### src/core/gated_timer_pkg.sv
// Package: register map, field positions, reset values and counts of the gated timer
package gated_timer_pkg;
  localparam logic [7:0] ADDR_COUNT_LOW  = 8'h00;
  localparam logic [7:0] ADDR_COUNT_HIGH = 8'h04;
  localparam logic [7:0] ADDR_TIMER_CTL  = 8'h08;
  localparam logic [7:0] ADDR_GATE_CTL   = 8'h0c;
  localparam logic [7:0] ADDR_PERIPH_FLAG = 8'h10;
  localparam logic [7:0] ADDR_PERIPH_EN  = 8'h14;
  localparam logic [7:0] ADDR_INT_CTL    = 8'h18;

  localparam logic [7:0] TIMER_CTL_RESET = 8'h00;
  localparam logic [7:0] GATE_CTL_RESET  = 8'h00;
  localparam logic [15:0] COUNT_RESET    = 16'h0000;
  localparam logic [15:0] COUNT_MAX      = 16'hffff;

  // Flag / enable register bit positions
  localparam int GATE_EVENT_BIT = 7;
  localparam int OVERFLOW_BIT   = 0;
  localparam int GLOBAL_IE_BIT  = 7;
  localparam int PERIPH_IE_BIT  = 6;

  // Instruction clock is the system clock divided by this
  localparam int INSTR_DIV = 4;
  localparam logic [1:0] INSTR_LAST = 2'(INSTR_DIV - 1);

  typedef enum logic [1:0] {
    CS_INSTR  = 2'b00,
    CS_SYSTEM = 2'b01,
    CS_EXT    = 2'b10,
    CS_LFOSC  = 2'b11
  } clock_source_t;

  typedef struct packed {
    clock_source_t clock_source_select;
    logic [1:0]    prescale_select;
    logic          unused3;
    logic          sync_bypass;
    logic          unused1;
    logic          timer_on;
  } timer_control_t;

  typedef struct packed {
    logic gate_enable;
    logic gate_polarity;
    logic gate_toggle_mode;
    logic gate_single_pulse_mode;
    logic acquisition_go;
    logic gate_value_status;
    logic unused1;
    logic gate_source_select;
  } gate_control_t;
endpackage : gated_timer_pkg

### src/core/level_sync.sv
// Two-flop synchroniser for one level
`timescale 1ns/1ns
`default_nettype none
module level_sync (
  input  wire logic pclk,
  input  wire logic presetn,
  input  wire logic din,
  output logic      dout
);
  logic stage1;

  always_ff @(posedge pclk or negedge presetn) begin
    if (!presetn) begin
      stage1 <= 1'b0;
      dout   <= 1'b0;
    end else begin
      stage1 <= din;
      dout   <= stage1;
    end
  end
endmodule : level_sync
`default_nettype wire

### src/core/gated_timer.sv
// Gated 16-bit timer/counter with APB register access
//
// Design decisions made here: the address map and the APB register port.
`timescale 1ns/1ns
`default_nettype none
module gated_timer
  import gated_timer_pkg::*;
(
  input  wire logic        pclk,
  input  wire logic        presetn,
  input  wire logic        psel,
  input  wire logic        penable,
  input  wire logic        pwrite,
  input  wire logic [7:0]  paddr,
  input  wire logic [31:0] pwdata,
  output logic             pready,
  output logic [31:0]      prdata,
  output logic             pslverr,
  input  wire logic        gate_pin,
  input  wire logic        external_clock_pin,
  input  wire logic        low_freq_internal_osc,
  input  wire logic        eight_bit_timer_wrap,
  input  wire logic        sleep,
  output logic             overflow_irq,
  output logic             gate_event_irq,
  output logic             wake
);
  timer_control_t ctl;
  gate_control_t  gctl;
  logic [15:0] count;
  logic [2:0]  prescale_count;
  logic [1:0]  instr_div;
  logic overflow_flag, gate_event_flag;
  logic overflow_irq_enable, gate_event_irq_enable;
  logic global_irq_enable, peripheral_irq_enable;
  logic ext_sync, ext_q, lf_q, fall_seen;
  logic src_q, toggle_ff, lvl_q, pulse_active, gate_value;

  // APB decode
  logic access, wr, rd_known;
  logic wr_low, wr_high, wr_count, wr_gate, wr_flag;
  logic [7:0] rd_byte;
  assign access   = psel & penable;
  assign wr       = access & pready & pwrite;
  assign wr_low   = wr & (paddr == ADDR_COUNT_LOW);
  assign wr_high  = wr & (paddr == ADDR_COUNT_HIGH);
  assign wr_count = wr_low | wr_high;
  assign wr_gate  = wr & (paddr == ADDR_GATE_CTL);
  assign wr_flag  = wr & (paddr == ADDR_PERIPH_FLAG);

  always_comb begin
    rd_known = 1'b1;
    rd_byte  = 8'h00;
    unique case (paddr)
      ADDR_COUNT_LOW:   rd_byte = count[7:0];
      ADDR_COUNT_HIGH:  rd_byte = count[15:8];
      ADDR_TIMER_CTL:   rd_byte = {ctl[7:4], 1'b0, ctl.sync_bypass, 1'b0, ctl.timer_on};
      ADDR_GATE_CTL:    rd_byte = {gctl[7:2], 1'b0, gctl.gate_source_select};
      ADDR_PERIPH_FLAG: rd_byte = {gate_event_flag, 6'h00, overflow_flag};
      ADDR_PERIPH_EN:   rd_byte = {gate_event_irq_enable, 6'h00, overflow_irq_enable};
      ADDR_INT_CTL:     rd_byte = {global_irq_enable, peripheral_irq_enable, 6'h00};
      default:          rd_known = 1'b0;
    endcase
  end

  // One wait state: read data is registered on the same edge that raises pready
  always_ff @(posedge pclk or negedge presetn) begin
    if (!presetn) begin
      pready  <= 1'b0;
      prdata  <= 32'h0000_0000;
      pslverr <= 1'b0;
    end else begin
      pready  <= access & ~pready;
      pslverr <= access & ~pready & ~rd_known;
      if (access & ~pready) begin
        prdata <= {24'h00_0000, pwrite ? 8'h00 : rd_byte};
      end
    end
  end

  // Control registers
  always_ff @(posedge pclk or negedge presetn) begin
    if (!presetn) begin
      ctl                   <= TIMER_CTL_RESET;
      overflow_irq_enable   <= 1'b0;
      gate_event_irq_enable <= 1'b0;
      global_irq_enable     <= 1'b0;
      peripheral_irq_enable <= 1'b0;
    end else if (wr) begin
      if (paddr == ADDR_TIMER_CTL) begin
        ctl <= timer_control_t'({pwdata[7:4], 1'b0, pwdata[2], 1'b0, pwdata[0]});
      end
      if (paddr == ADDR_PERIPH_EN) begin
        gate_event_irq_enable <= pwdata[GATE_EVENT_BIT];
        overflow_irq_enable   <= pwdata[OVERFLOW_BIT];
      end
      if (paddr == ADDR_INT_CTL) begin
        global_irq_enable     <= pwdata[GLOBAL_IE_BIT];
        peripheral_irq_enable <= pwdata[PERIPH_IE_BIT];
      end
    end
  end

  // Gate source, polarity, toggle and single pulse
  logic src, src_rise, lvl, lvl_rise, lvl_fall, pulse_hit, pulse_end, next_gate_value;
  assign src      = gctl.gate_source_select ? eight_bit_timer_wrap : gate_pin;
  assign src_rise = src & ~src_q;
  assign lvl      = (gctl.gate_toggle_mode ? toggle_ff : src) ~^ gctl.gate_polarity;
  assign lvl_rise = lvl & ~lvl_q;
  assign lvl_fall = ~lvl & lvl_q;
  assign pulse_hit = gctl.gate_single_pulse_mode & gctl.acquisition_go & lvl_rise;
  assign pulse_end = gctl.gate_single_pulse_mode & pulse_active & lvl_fall;
  assign next_gate_value = gctl.gate_single_pulse_mode ?
                           ((pulse_active | pulse_hit) & lvl & ~pulse_end) : lvl;

  always_ff @(posedge pclk or negedge presetn) begin
    if (!presetn) begin
      src_q <= 1'b0;
      lvl_q <= 1'b0;
    end else begin
      src_q <= src;
      lvl_q <= lvl;
    end
  end

  always_ff @(posedge pclk or negedge presetn) begin
    if (!presetn) begin
      toggle_ff <= 1'b0;
    end else if (!gctl.gate_toggle_mode || !ctl.timer_on) begin
      toggle_ff <= 1'b0;
    end else if (src_rise) begin
      toggle_ff <= ~toggle_ff;
    end
  end

  always_ff @(posedge pclk or negedge presetn) begin
    if (!presetn) begin
      pulse_active <= 1'b0;
    end else if (!gctl.gate_single_pulse_mode || pulse_end) begin
      pulse_active <= 1'b0;
    end else if (pulse_hit) begin
      pulse_active <= 1'b1;
    end
  end

  // Gate control register; software set of go wins over hardware clear
  always_ff @(posedge pclk or negedge presetn) begin
    if (!presetn) begin
      gctl <= GATE_CTL_RESET;
    end else begin
      gctl.gate_value_status <= next_gate_value;
      if (wr_gate) begin
        gctl.gate_enable            <= pwdata[7];
        gctl.gate_polarity          <= pwdata[6];
        gctl.gate_toggle_mode       <= pwdata[5];
        gctl.gate_single_pulse_mode <= pwdata[4];
        gctl.acquisition_go         <= pwdata[3];
        gctl.gate_source_select     <= pwdata[0];
      end else if (pulse_end) begin
        gctl.acquisition_go <= 1'b0;
      end
    end
  end

  always_ff @(posedge pclk or negedge presetn) begin
    if (!presetn) begin
      gate_value <= 1'b0;
    end else begin
      gate_value <= next_gate_value;
    end
  end

  // Clock source selection
  level_sync u_ext_sync (
    .pclk    (pclk),
    .presetn (presetn),
    .din     (external_clock_pin),
    .dout    (ext_sync)
  );

  logic ext_src, ext_rise, ext_fall, lf_rise, instr_tick, src_tick;
  assign ext_src    = ctl.sync_bypass ? external_clock_pin : ext_sync;
  assign ext_rise   = ext_src & ~ext_q;
  assign ext_fall   = ~ext_src & ext_q;
  assign lf_rise    = low_freq_internal_osc & ~lf_q;
  assign instr_tick = (instr_div == INSTR_LAST);

  always_comb begin
    unique case (ctl.clock_source_select)
      CS_INSTR:  src_tick = instr_tick;
      CS_SYSTEM: src_tick = 1'b1;
      CS_EXT:    src_tick = ext_rise & fall_seen;
      CS_LFOSC:  src_tick = lf_rise;
    endcase
  end

  always_ff @(posedge pclk or negedge presetn) begin
    if (!presetn) begin
      ext_q     <= 1'b0;
      lf_q      <= 1'b0;
      instr_div <= 2'h0;
    end else begin
      ext_q     <= ext_src;
      lf_q      <= low_freq_internal_osc;
      instr_div <= instr_div + 2'h1;
    end
  end

  always_ff @(posedge pclk or negedge presetn) begin
    if (!presetn) begin
      fall_seen <= 1'b0;
    end else if (wr_count || !ctl.timer_on) begin
      fall_seen <= 1'b0;
    end else if (ext_fall) begin
      fall_seen <= 1'b1;
    end
  end

  // Counting
  logic run, inc;
  logic [2:0] ps_last;
  assign run = ctl.timer_on & (~gctl.gate_enable | gate_value)
             & (~sleep | (ctl.sync_bypass & ctl.clock_source_select == CS_EXT));
  assign ps_last = 3'((4'h1 << ctl.prescale_select) - 4'h1);
  assign inc = run & src_tick & (prescale_count == ps_last);

  always_ff @(posedge pclk or negedge presetn) begin
    if (!presetn) begin
      prescale_count <= 3'h0;
    end else if (wr_count) begin
      prescale_count <= 3'h0;
    end else if (run && src_tick) begin
      prescale_count <= (prescale_count == ps_last) ? 3'h0 : prescale_count + 3'h1;
    end
  end

  // Write collides with increment: the write wins, software should stop first
  always_ff @(posedge pclk or negedge presetn) begin
    if (!presetn) begin
      count <= COUNT_RESET;
    end else if (wr_low) begin
      count[7:0] <= pwdata[7:0];
    end else if (wr_high) begin
      count[15:8] <= pwdata[7:0];
    end else if (inc) begin
      count <= count + 16'h0001;
    end
  end

  // Flags: hardware set wins over software clear
  always_ff @(posedge pclk or negedge presetn) begin
    if (!presetn) begin
      overflow_flag   <= 1'b0;
      gate_event_flag <= 1'b0;
    end else begin
      if (inc && count == COUNT_MAX) begin
        overflow_flag <= 1'b1;
      end else if (wr_flag) begin
        overflow_flag <= pwdata[OVERFLOW_BIT];
      end
      if (gate_value && !next_gate_value) begin
        gate_event_flag <= 1'b1;
      end else if (wr_flag) begin
        gate_event_flag <= pwdata[GATE_EVENT_BIT];
      end
    end
  end

  always_ff @(posedge pclk or negedge presetn) begin
    if (!presetn) begin
      overflow_irq   <= 1'b0;
      gate_event_irq <= 1'b0;
      wake           <= 1'b0;
    end else begin
      overflow_irq <= ctl.timer_on & overflow_flag & overflow_irq_enable
                    & peripheral_irq_enable & global_irq_enable;
      gate_event_irq <= gate_event_flag & gate_event_irq_enable
                      & peripheral_irq_enable & global_irq_enable;
      wake <= sleep & ctl.timer_on & overflow_flag & overflow_irq_enable
            & peripheral_irq_enable;
    end
  end

  // Checks
  property p_hold;
    @(posedge pclk) disable iff (!presetn)
      (!run && !wr_count) |=> $stable(count);
  endproperty
  a_hold: assert property (p_hold) else $error("count moved while stopped");

  property p_wrap;
    @(posedge pclk) disable iff (!presetn)
      (inc && count == COUNT_MAX && !wr_count) |=> (count == 16'h0000) && overflow_flag;
  endproperty
  a_wrap: assert property (p_wrap) else $error("wrap missing");

  property p_toggle_clear;
    @(posedge pclk) disable iff (!presetn)
      !gctl.gate_toggle_mode |=> !toggle_ff;
  endproperty
  a_toggle_clear: assert property (p_toggle_clear) else $error("toggle not clear");

  property p_toggle_off;
    @(posedge pclk) disable iff (!presetn)
      !ctl.timer_on |=> !toggle_ff;
  endproperty
  a_toggle_off: assert property (p_toggle_off) else $error("toggle set while off");

  property p_gate_event;
    @(posedge pclk) disable iff (!presetn)
      $fell(gate_value) |-> gate_event_flag;
  endproperty
  a_gate_event: assert property (p_gate_event) else $error("gate event lost");

  property p_prescale_clear;
    @(posedge pclk) disable iff (!presetn)
      wr_count |=> prescale_count == 3'h0;
  endproperty
  a_prescale_clear: assert property (p_prescale_clear) else $error("prescaler kept");

  property p_irq;
    @(posedge pclk) disable iff (!presetn)
      overflow_irq |-> $past(ctl.timer_on && overflow_flag && overflow_irq_enable
                             && peripheral_irq_enable && global_irq_enable);
  endproperty
  a_irq: assert property (p_irq) else $error("irq without enables");

  property p_polarity;
    @(posedge pclk) disable iff (!presetn)
      !gctl.gate_single_pulse_mode |=> gate_value == $past(lvl);
  endproperty
  a_polarity: assert property (p_polarity) else $error("gate level wrong");

  property p_go_clear;
    @(posedge pclk) disable iff (!presetn)
      (pulse_end && !wr_gate) |=> !gctl.acquisition_go ##1 !pulse_active;
  endproperty
  a_go_clear: assert property (p_go_clear) else $error("go not cleared");

  property p_first_fall;
    @(posedge pclk) disable iff (!presetn)
      (ctl.clock_source_select == CS_EXT && !fall_seen) |-> !inc;
  endproperty
  a_first_fall: assert property (p_first_fall) else $error("counted before fall");
endmodule : gated_timer
`default_nettype wire

### config.mk
export PLATFORM = sky130hd
export DESIGN_NAME = gated_timer
export DESIGN_NICKNAME = d
export VERILOG_FILES = /design/src/core/gated_timer_pkg.sv /design/src/core/level_sync.sv /design/src/core/gated_timer.sv
export SDC_FILE = /design/constraint.sdc
export NUM_CORES = 1
export LEC_CHECK = 0
export ABC_AREA = 1
export BUFFER_PORTS_ARGS = -buffer_cell sky130_fd_sc_hd__buf_2
export CAP_MARGIN = 20
export CORE_MARGIN = 3
export CORE_UTILIZATION = 59
export DETAILED_ROUTE_END_ITERATION = 6
export GPL_ROUTABILITY_DRIVEN = 0
export HOLD_SLACK_MARGIN = 0.15
export MAX_ROUTING_LAYER = met4
export PLACE_DENSITY_LB_ADDON = 0.05
export SYNTH_ARGS = -nofsm -noshare
export SYNTH_HDL_FRONTEND = slang
export SYNTH_SLANG_ARGS = --single-unit
### constraint.sdc
create_clock -name pclk -period 4.05 [get_ports pclk]
set_input_delay 0.6075 -clock pclk [delete_from_list [all_inputs] [get_ports pclk]]
set_output_delay 0.6075 -clock pclk [all_outputs]
set_load 0.05 [all_outputs]
---- Word level (Yosys, flattened, before mapping) ----
Cells that the tools add are included.
operators by class
  mux-type cells .......................... 27
  reductions and logical operators ........ 27
  shifts and indexed selects .............. 1
  eq/ne operators ......................... 13
  $add $sub $neg .......................... 4
  bitwise operators ....................... 56
operator list
  operator                                             number
  case mux 8 bit (7 select lines)                      1
  AND 1 bit                                            38
  2-to-1 mux 8 bit                                     4
  equality test 8 x 5 -> 1 bit, second input constant  3
  nonzero test 2 bit                                   9
  2-to-1 mux 1 bit                                     17
  adder 16 x 1 -> 16 bit, second input constant        1
  equality test 16 bit, second input constant          1
  equality test 8 x 4 -> 1 bit, second input constant  2
  2-to-1 mux 16 bit                                    1
  inverter 1 bit                                       13
  AND reduction 2 bit                                  5
  2-to-1 mux 3 bit                                     3
  equality test 8 x 3 -> 1 bit, second input constant  1
  logical NOT 8 bit                                    1
  OR reduction 7 bit                                   1
  equality test 2 bit, second input constant           3
  logical NOT 1 bit                                    4
  bitwise OR 1 bit                                     4
  case mux 1 bit (4 select lines)                      1
  adder 3 x 1 -> 3 bit, second input constant          1
  equality test 3 bit                                  1
  logical AND 1 bit                                    3
  logical OR 1 bit                                     3
  other kinds (7)                                      7
storage, ports and cells
  word-level logic and storage cells ...... 164
  output and inout bits ................... 37
  input port bits ......................... 50
  flip-flop bits (word level) ............. 62

---- Logic depth before layout (Yosys ltp) ----
Gate-level depths: netlist of run 1.
  depth in word-level cells ............... 12
  mapped depth ............................ 12
  gate-level depth less buffers ........... 12

---- Cells and area by module ----
Synthesis of run 1 repeated with hierarchy kept, for this count alone.
unflattened totals
  cells, all modules ...................... 535
  area total of the unflattened synthesis .. 3860.0 µm²
modules (own cells, without submodules)
  module       sequential area each (µm²)  cells each  area each (µm²)  instances
  gated_timer  1501.4                      533         3809.9           1
  level_sync   50.0                        2           50.0             1

---- Worst setup path before layout of run 1 ----
OpenSTA, ideal clock, no wires.
  path kind ............................... reg-to-reg
  from .................................... register pready
  to ...................................... register count[13]
  required time ........................... 3.932 ns
  cell stages (with the launch flop) ...... 9
  arrival time ............................ 1.557 ns
  path buffers ............................ 0
  setup slack ............................. 2.375 ns
  setup time .............................. 0.118 ns
  period minus slack after synthesis ...... 1.675 ns
  cells stage by stage .................... dfrtp_1 -> nand2_1 -> nor2_4 -> nand3_2 -> clkinv_2 -> o21bai_4 -> nand2_4 -> nand2_1 -> nand2_1
between the ends
  longest elaborated chain between the ends .. 5
  elaborated cells on any way between the ends .. 8
  those cells by class .................... mux (1); bitwise (5); reduce/logical (2)
RTL lines
  item                                                                          RTL line                              RTL
  from (decl)                                                                   gated_timer.sv:16                     output logic pready,
  from (signal assigned)                                                        gated_timer.sv:73                     pready <= access & ~pready;
  AND 1 bit * (2 in a row)                                                      gated_timer.sv:44                     assign wr = access & pready & pwrite;
  AND 1 bit, on equally long branches                                           gated_timer.sv:46, gated_timer.sv:45
  nonzero test 2 bit (no source line) / inverter 1 bit (equally long branches)  -
  AND reduction 2 bit (no source line)                                          -
  to (signal assigned)                                                          gated_timer.sv:244                    count[15:8] <= pwdata[7:0];
  to (signal assigned)                                                          gated_timer.sv:246                    count <= count + 16'h0001;
  to (decl)                                                                     gated_timer.sv:30                     logic [15:0] count;
Mark *: on every way between the ends. The rest lies on a longest branch, timed or not.
A chain may end at the register's enable or synchronous reset.

---- Worst setup path in the final report of run 1 ----
  from .................................... input port paddr[5]
  to ...................................... register prescale_count[1]
between the ends
  longest elaborated chain between the ends .. 4
  elaborated cells on any way between the ends .. 7
  those cells by class .................... eq/ne (1); mux (1); bitwise (3); reduce/logical (2)
RTL lines
  item                                                                      RTL line                              RTL
  from (decl)                                                               gated_timer.sv:14                     input wire logic [7:0] paddr,
  equality test 8 x 3 -> 1 bit / logical NOT 8 bit (equally long branches)  gated_timer.sv:46, gated_timer.sv:45
  AND 1 bit, on equally long branches                                       gated_timer.sv:46, gated_timer.sv:45
  bitwise OR 1 bit *                                                        gated_timer.sv:47                     assign wr_count = wr_low | wr_high;
  2-to-1 mux 3 bit / nonzero test 2 bit (equally long branches)             -
  to (signal assigned)                                                      gated_timer.sv:233                    prescale_count <= (prescale_count == ps_last) ? 3'h0 : prescale_count + 3'h1;
  to (decl)                                                                 gated_timer.sv:31                     logic [2:0] prescale_count;
Marked as above.

==> results.txt, run 1 <==
The run finished with clean final reports. The number of gates resized after CTS is 0. The initial core utilization is 0.6210. The power per standard cell area came out at 326.6 nW/um^2.

The count of final max-slew check failures came out at 0. The post-detailed-routing wire length came out at 8847 um. In this run the static leakage power is 0.002175 uW. The library cell with the largest summed area after synthesis is sky130_fd_sc_hd__dfrtp_1. Global routing finished with a remaining overflow of 0. The post-route DRC violation count is 0. After floorplanning, the core was divided into 28 placement rows. The DRC marker count from the first detailed-route iteration is 245. The slowest stage of the critical path belongs to the cell sky130_fd_sc_hd__nor2_2. The final hold violation count is 0.

In this design, the stage delay of the slowest critical-path cell is 0.44 ns. The number of buffers created by CTS is 9. The critical path start-end classification is in -> reg. Setup repair after global routing left no endpoint under its margin. Together, buffers and inverters on the worst path number 5. By area the synthesized netlist is led by sky130_fd_sc_hd__dfrtp_1 41%, sky130_fd_sc_hd__nand2_1 18%, sky130_fd_sc_hd__nand3_1 7.8%. The share of the synthesized area in the top cell type is 0.4122. The hold-fix buffer count after cts came out at 0. The first-pass GRT wire length is 14500 um. The synthesized area is 3764 um^2. Counting flops with a built-in enable in the synthesized netlist gives 0. The adder-cell share of the synthesized area came out at 0.009973.

After detailed placement, the design holds a cell count of 629. The layout filler cell count came out at 540. The number of antenna violations at the first check in global routing is 0. The clock latency on the worst-skew pair came out at 0.35 ns.

The sequential standard cell area came out at 1551 um^2. Of the total synthesized cell area, the portion taken by XOR and XNOR cells is 0.006981. For this run, the post-layout net count is 618. The total die area is 7374 um^2. The normalized max-slew margin came out at 0.4659.

The die is 85.87 um wide. Entering global routing, the biggest net connects 37 pins. The count of final setup violators is 0. Among the stages of the critical path, the cell type that occurs most often is sky130_fd_sc_hd__nand2_1. Of the total synthesized cell area, the portion taken by AND, OR, NAND and NOR gates is 0.3634. The detailed placement HPWL is 6552 um. The number of setup buffers added after CTS is 0. Dividing the detail-routed wire length by the instance count gives 13.72 um. The number of top-level pins is 87. The Yosys step of the flow raised 0 warnings. Of the cells placed in the final design, the portion with a size suffix greater than 1 is 0.1491. The required time reported for the critical path endpoint came out at 4.29 ns. The final critical-path required period is 2.411 ns. The accumulated negative setup slack came out at 0 ns. The total area of multi-input combinational cells is 1813 um^2. The internal portion of the total power is 987.2 uW. The multiplexer share of the synthesized area is 0. After clock tree synthesis, the clock-pin slew on the worst setup and hold paths is 0.07 ns.

The maximum ir drop on the vdd rail is 231.7 uV. The total via count in the routed design is 3424. The share of power burned in registers is 0.467. The clock root buffer is sky130_fd_sc_hd__clkbuf_8. The portion of total power attributed to combinational logic came out at 0.084. The worst clock skew on the final layout came out at 0.009159 ns.

The worst hold path belongs to the class in -> async. The startpoint identified for the worst register-to-register timing path is pready. The number of buffers on the longest clock path is 2.

The floorplan core area came out at 6061 um^2. The kind of cell with the highest combined delay along the critical path is simple AND/OR/NAND/NOR gates. After synthesis, the share of flip-flops with an asynchronous set or reset is 1.000. The number of global-route vias before repair came out at 3071. The post-synthesis average cell area is 7.182 um^2. In the synthesized netlist the dominant register cell turns out to be sky130_fd_sc_hd__dfrtp_1. Of the total power, the share spent switching nets is 0.2650. The number of max-cap violations is 0.

The kind of start point of the critical path is an input pin. The post-route non-filler standard cell count is 645. The post-route cell area is 4113 um^2. The final cycle utilization of the critical path came out at 0.5953.

The die span in y is 85.87 um. The antenna diode count is 0. TritonCTS built the clock tree. The power share of the clock group came out at 0.449. The design draws 1343 uW.

The first detailed-routing pass took 5 iterations. The maximum operating frequency is 0.4147 GHz. The core occupancy in the finished layout is 0.6786.

The most critical setup path has its startpoint at paddr[5]. The detail route stage leaves a number of antenna-violating nets equal to 0. Ranked by instance count, the synthesized netlist is headed by 176 x sky130_fd_sc_hd__nand2_1, 62 x sky130_fd_sc_hd__dfrtp_1, 59 x sky130_fd_sc_hd__nand3_1. The largest fanout on the critical path is 29.

The dominant combinational cell family by area after synthesis is simple AND/OR/NAND/NOR gates. The number of distinct library cells after synthesis is 34. Synthesis handed over a netlist of 524 instances.

The layout overhead on the synthesized area is 9.275%. Traced cell by cell, the critical path runs through buf_2, inv_1, nand2_1, nor2_2, inv_2, nor2_4, nand2_2, nand2_1, inv_2, nand2_1, inv_2, nand2_1, nand2_1. The H-tree depth reported by CTS is 3. The nature of the critical path endpoint is a register. In the global route stage, overall resource usage came out at 0.2603. The port buffer count came out at 38. The clock drives 62 sinks. In this run the cell area measured after placement is 3899 um^2. For the pin with the worst max-slew slack, the measured transition is 0.8011 ns. Dividing the detail-routed via count by the number of cells gives 5.309. The compound-cell area share of the yosys netlist is 0.07746.

The arrival time of the worst setup path came out at 2.66 ns. In this run, synthesis produced a sequential element count of 62. The post-synthesis sequential area ratio is 0.4122. In the post-synthesis netlist, the cell with the most instances is sky130_fd_sc_hd__nand2_1. For this design the total switching power over the nets is 355.8 uW.
[layout by cell type, fill, tap and decap left out, types with 6 or more instances in the layout]
cell type / count
sky130_fd_sc_hd__dfrtp_1: 62
sky130_fd_sc_hd__nand4_1: 10
sky130_fd_sc_hd__nand2_1: 176
sky130_fd_sc_hd__inv_1: 55
sky130_fd_sc_hd__o21ai_0: 25
sky130_fd_sc_hd__nand3_1: 59
sky130_fd_sc_hd__clkbuf_8: 9
sky130_fd_sc_hd__o21ai_1: 9
sky130_fd_sc_hd__buf_2: 38
sky130_fd_sc_hd__nor2_1: 42
sky130_fd_sc_hd__inv_2: 6
sky130_fd_sc_hd__conb_1: 24
[final cells by class]
cell class,count,area share
Clock buffer,10,0.03103
Timing Repair Buffer,39,0.04807
Multi-Input combinational cell,389,0.4408
Sequential cell,62,0.3772
Inverter,64,0.05902
Tap cell,75,0.02282
Clock inverter,6,0.02099
[power groups by stage]
stage	Combinational [uW]	Clock, uW	Sequential (uW)
global route	123	641	628
CTS	113	606	627
global placement	112	0	639
detailed placement	113	0	639
floorplan	91.2	0	643
finish	113	603	627
[per-stage QoR]
step / worst slack, ns / hold slack, ns
after floorplan: 2.375 / 0.3119
after global placement: 1.327 / 0.3318
after detailed placement: 1.286 / 0.3394
after CTS: 1.661 / 0.3565
after global routing: 1.469 / 0.3554
final: 1.639 / 0.3356
[sequential cells by signal, indices dropped and copies added (netlist names), 2 cells and up]
name,flops
prdata,8
prescale_count,3
instr_div,2
ctl,6
count,16
gctl,6
[path summary, 6_finish.rpt]
path                                      to  slack (ns)  depth (start not counted)
setup / recovery           prescale_count[1]        1.64                         13
hold / removal                        pready        0.34                          1
setup reg to reg           prescale_count[1]        2.16                          9
hold reg to reg              u_ext_sync.dout        0.35                          0
max in group asynchronous          prdata[1]        2.86                          2
min in group pclk            u_ext_sync.dout        0.35                          0
[worst register-to-register path: cells and delay by family (launching register included)]
family	cells	cell delay [ns]
buf+inv	2	0.16
flops	1	0.38
simple gates	7	1.24
[logic make-up after synthesis]
| kind of cell | after synthesis |
|---|---|
| AOI/OAI and AO/OA | 49 |
| DFF | 62 |
| and+or+nand+nor | 310 |
| buffers and inverters | 96 |
| xor gates and xnor gates | 3 |
| other | 1 |
| adders and majority gates | 3 |
[per-layer routing]
metal / track usage / vias up / share of wire
li1: - / 1700 / -
met1: 0.3431 / 1571 / 0.47
met2: 0.3812 / 128 / 0.44
met3: 0.06916 / 25 / 0.063
met4: 0.1065 / 0 / 0.030
met5: - / - / 0
No activity file was read; power rests on OpenSTA's default activity.
==> inputs of run 2 (changes only) <==
- ABC_AREA: 1 -> 0
- CORE_UTILIZATION: 59 -> 53
- clock period: 4.05 -> 2.27 ns (I/O delays scaled with it)
==> results.txt, run 2 <==
The final cycle utilization of the critical path is 0.9258. The clock latency on the worst-skew pair is 0.34 ns. The share of the synthesized area in the top cell type is 0.4692. The placed instances occupy a cell area of 3651 um^2.

The class of the tightest hold or removal check is in -> reg. The largest fanout on the critical path is 10. The cell row count is 28. Clock tree synthesis selected as its root buffer the cell sky130_fd_sc_hd__clkbuf_8.

The share of the Yosys chip area taken by registers is 0.4692. The layout overhead on the synthesized area is 17.93%. The antenna diode count came out at 0.

The accumulated negative setup slack is 0 ns. The number of antenna violations at the first check in global routing is 0. The worst setup path is captured at a register. Setup repair after global routing left no endpoint under its margin.

The total die area came out at 7223 um^2. The die span in y is 84.99 um. sky130_fd_sc_hd__dfrtp_1 takes more of the synthesized area than any other cell.

In the layout the commonest cells are 62 x sky130_fd_sc_hd__dfrtp_1, 38 x sky130_fd_sc_hd__buf_2, 26 x sky130_fd_sc_hd__nand2_1. The number of setup buffers added after CTS is 0. The number of buffers on the longest clock path came out at 2.

The flip-flop count of the largest register after layout is 16. The first-pass GRT wire length is 13420 um. The maximum operating frequency came out at 0.4758 GHz. The minimum setup slack in the final design came out at 0.1683 ns. For this run, the number of Yosys warnings is 0. During I/O placement, the number of pins put on the boundary was 87. The CTS tree is yes. The number of buffers created by CTS is 9. The count of nets left with antenna violations after detail routing came out at 0.

The arrival time of the worst setup path came out at 2.32 ns. The critical path is of the reg -> reg type. The worst clock skew on the final layout came out at 0.01047 ns.

The post-route DRC violation count is 0. The net count reported at finish is 449. Summed over all cells, the static leakage comes to 0.001826 uW. The largest net degree at the start of global routing is 63.

The H-tree depth reported by CTS came out at 3. The post-route cell area is 3900 um^2. The synthesized design contains 0 enable-type register cells. The largest registers in the layout are count (16), prdata (8). Yosys attributes the largest share of cell area to sky130_fd_sc_hd__dfrtp_1 47%, sky130_fd_sc_hd__buf_4 5.4%, sky130_fd_sc_hd__mux2_2 5.4%.

The initial core utilization is 0.5520. The detail-routed via count per cell is 5.838. The synthesized area came out at 3307 um^2.

The port buffer count came out at 38. In this run, the number of DRC markers left after iteration 0 of detailed routing was 339. Detailed placement finished with a half-perimeter wire length of 5927 um.

The final hold violation count is 0. Among all cell types in the netlist, the one instantiated most often is sky130_fd_sc_hd__dfrtp_1. The post-place setup slack is 0.1553 ns. The clock net in this run drives a total of 62 sinks. The post-detailed-routing wire length is 8206 um.

After detailed routing, the average wire length per cell comes to 17.31 um. For this run, the leading register cell type out of synthesis is sky130_fd_sc_hd__dfrtp_1. Yosys mapped the design onto 52 distinct sky130hd cell types. The die is 84.99 um wide. The number of global-route vias before repair is 2623. After synthesis, the most frequently instantiated cells are 62 x sky130_fd_sc_hd__dfrtp_1, 26 x sky130_fd_sc_hd__nand2_1, 24 x sky130_fd_sc_hd__buf_4. The synthesized instance count came out at 329. For this run, the total global-route usage over all layers was measured as 0.2478. The number of max-cap violations came out at 0. For this run, asynchronously set or reset flops after synthesis account for 1.000. The layout filler cell count is 499.

The kind of start point of the critical path is a register. The flow ran to the end, and the final reports show no timing, DRC or antenna violations. The total via count in the routed design is 2767. The count of final setup violators came out at 0.

The maximum ir drop on the vdd rail came out at 450.3 uV. The clock-pin slew on the worst setup and hold paths came out at 0.07 ns. The required time reported for the critical path endpoint is 2.49 ns. The power per standard cell area is 614.1 nW/um^2. The library cell used most frequently in the layout, excluding fill and tap cells, is sky130_fd_sc_hd__dfrtp_1.

The number of search-and-repair iterations in the first detailed-routing pass came out at 5. The count of final max-slew check failures came out at 0. The total congestion overflow after global routing is 0.

The floorplan core area came out at 5991 um^2. The count of state elements after synthesis came out at 62. The final critical-path required period is 2.102 ns. The fraction of layout cells with a size suffix above 1 came out at 0.2581. The post-synthesis average cell area is 10.05 um^2. The register with the most flip-flops in the final layout is count.
-- run 2: cell count changes after synthesis, sizes merged, moves of 6 or more --
cell	previous run	this run
nand2	182	26
nor2	50	23
a21o	0	6
a22oi	0	14
inv	61	13
nor3	4	14
mux2	0	16
o21ai	38	15
xnor2	1	11
a21oi	3	14
nand3	62	13
-- run 2: area by class of cell --
cell class	count	area, um^2	area share
Clock buffer	10	137.6	0.03529
Clock inverter	4	72.57	0.01861
Inverter	13	48.80	0.01251
Multi-Input combinational cell	244	1575	0.4039
Sequential cell	62	1551	0.3978
Tap cell	75	93.84	0.02406
Timing Repair Buffer	66	420.4	0.1078
-- run 2: cell families after synthesis --
family,synth area share
AO/OA/AOI/OAI,0.1483
adder cells (fa/ha/maj),0.01135
multiplexers,0.06962
XOR/XNOR,0.02913
buffers and inverters,0.08324
flip-flops,0.4692
AND/OR/NAND/NOR,0.1881
other,0.001134
-- run 2: worst max-delay path, cell delays in order (launching register included) --
cell	delay [ns]
sky130_fd_sc_hd__dfrtp_1	0.38
sky130_fd_sc_hd__or3_4	0.40
sky130_fd_sc_hd__o32ai_2	0.31
sky130_fd_sc_hd__o211ai_4	0.18
sky130_fd_sc_hd__buf_4	0.20
sky130_fd_sc_hd__nor3_1	0.27
sky130_fd_sc_hd__xnor2_1	0.15
sky130_fd_sc_hd__o21ai_0	0.09
-- run 2: metrics by stage --
stage / hold WS [ns] / instances / utilization / total power [uW]
detailed placement: 0.3420 / 457 / 0.6094 / 1346
global route: 0.2330 / 474 / 0.6510 / 2482
CTS: 0.2211 / 474 / 0.6495 / 2405
finish: 0.2224 / 474 / 0.6510 / 2395
floorplan: 0.04491 / 352 / - / 1299
global placement: 0.3339 / 457 / 0.6094 / 1343
-- run 2: routing by layer --
layer,vias up,GRT usage,wire (um)
met5,-,-,0
met4,0,0.07482,142
met3,22,0.06311,618
met2,123,0.3672,3752
met1,1332,0.3369,3693
li1,1290,-,-
-- run 2: final timing paths --
path                                   start                 to  slack, ns  cells after the start
setup / recovery                      ctl[5]           count[4]       0.17                      7
setup reg to reg                      ctl[5]           count[4]       0.17                      7
hold / removal                         sleep               wake       0.22                      3
hold reg to reg            u_ext_sync.stage1    u_ext_sync.dout       0.35                      0
max in group asynchronous            presetn          count[12]       1.47                      3
min in group asynchronous            presetn  global_irq_enable       0.53                      3
-- run 2: power by group --
part | internal, uW | switching (uW)
clock network | 634 | 432
registers | 1120 | 7.72
logic | 44.1 | 162
-- run 2: what timing repair did --
action	in CTS	in global routing
endpoints found under the hold margin	64	0
hold buffers	3	0
endpoints found under the setup margin	0	2
resized for setup	0	1
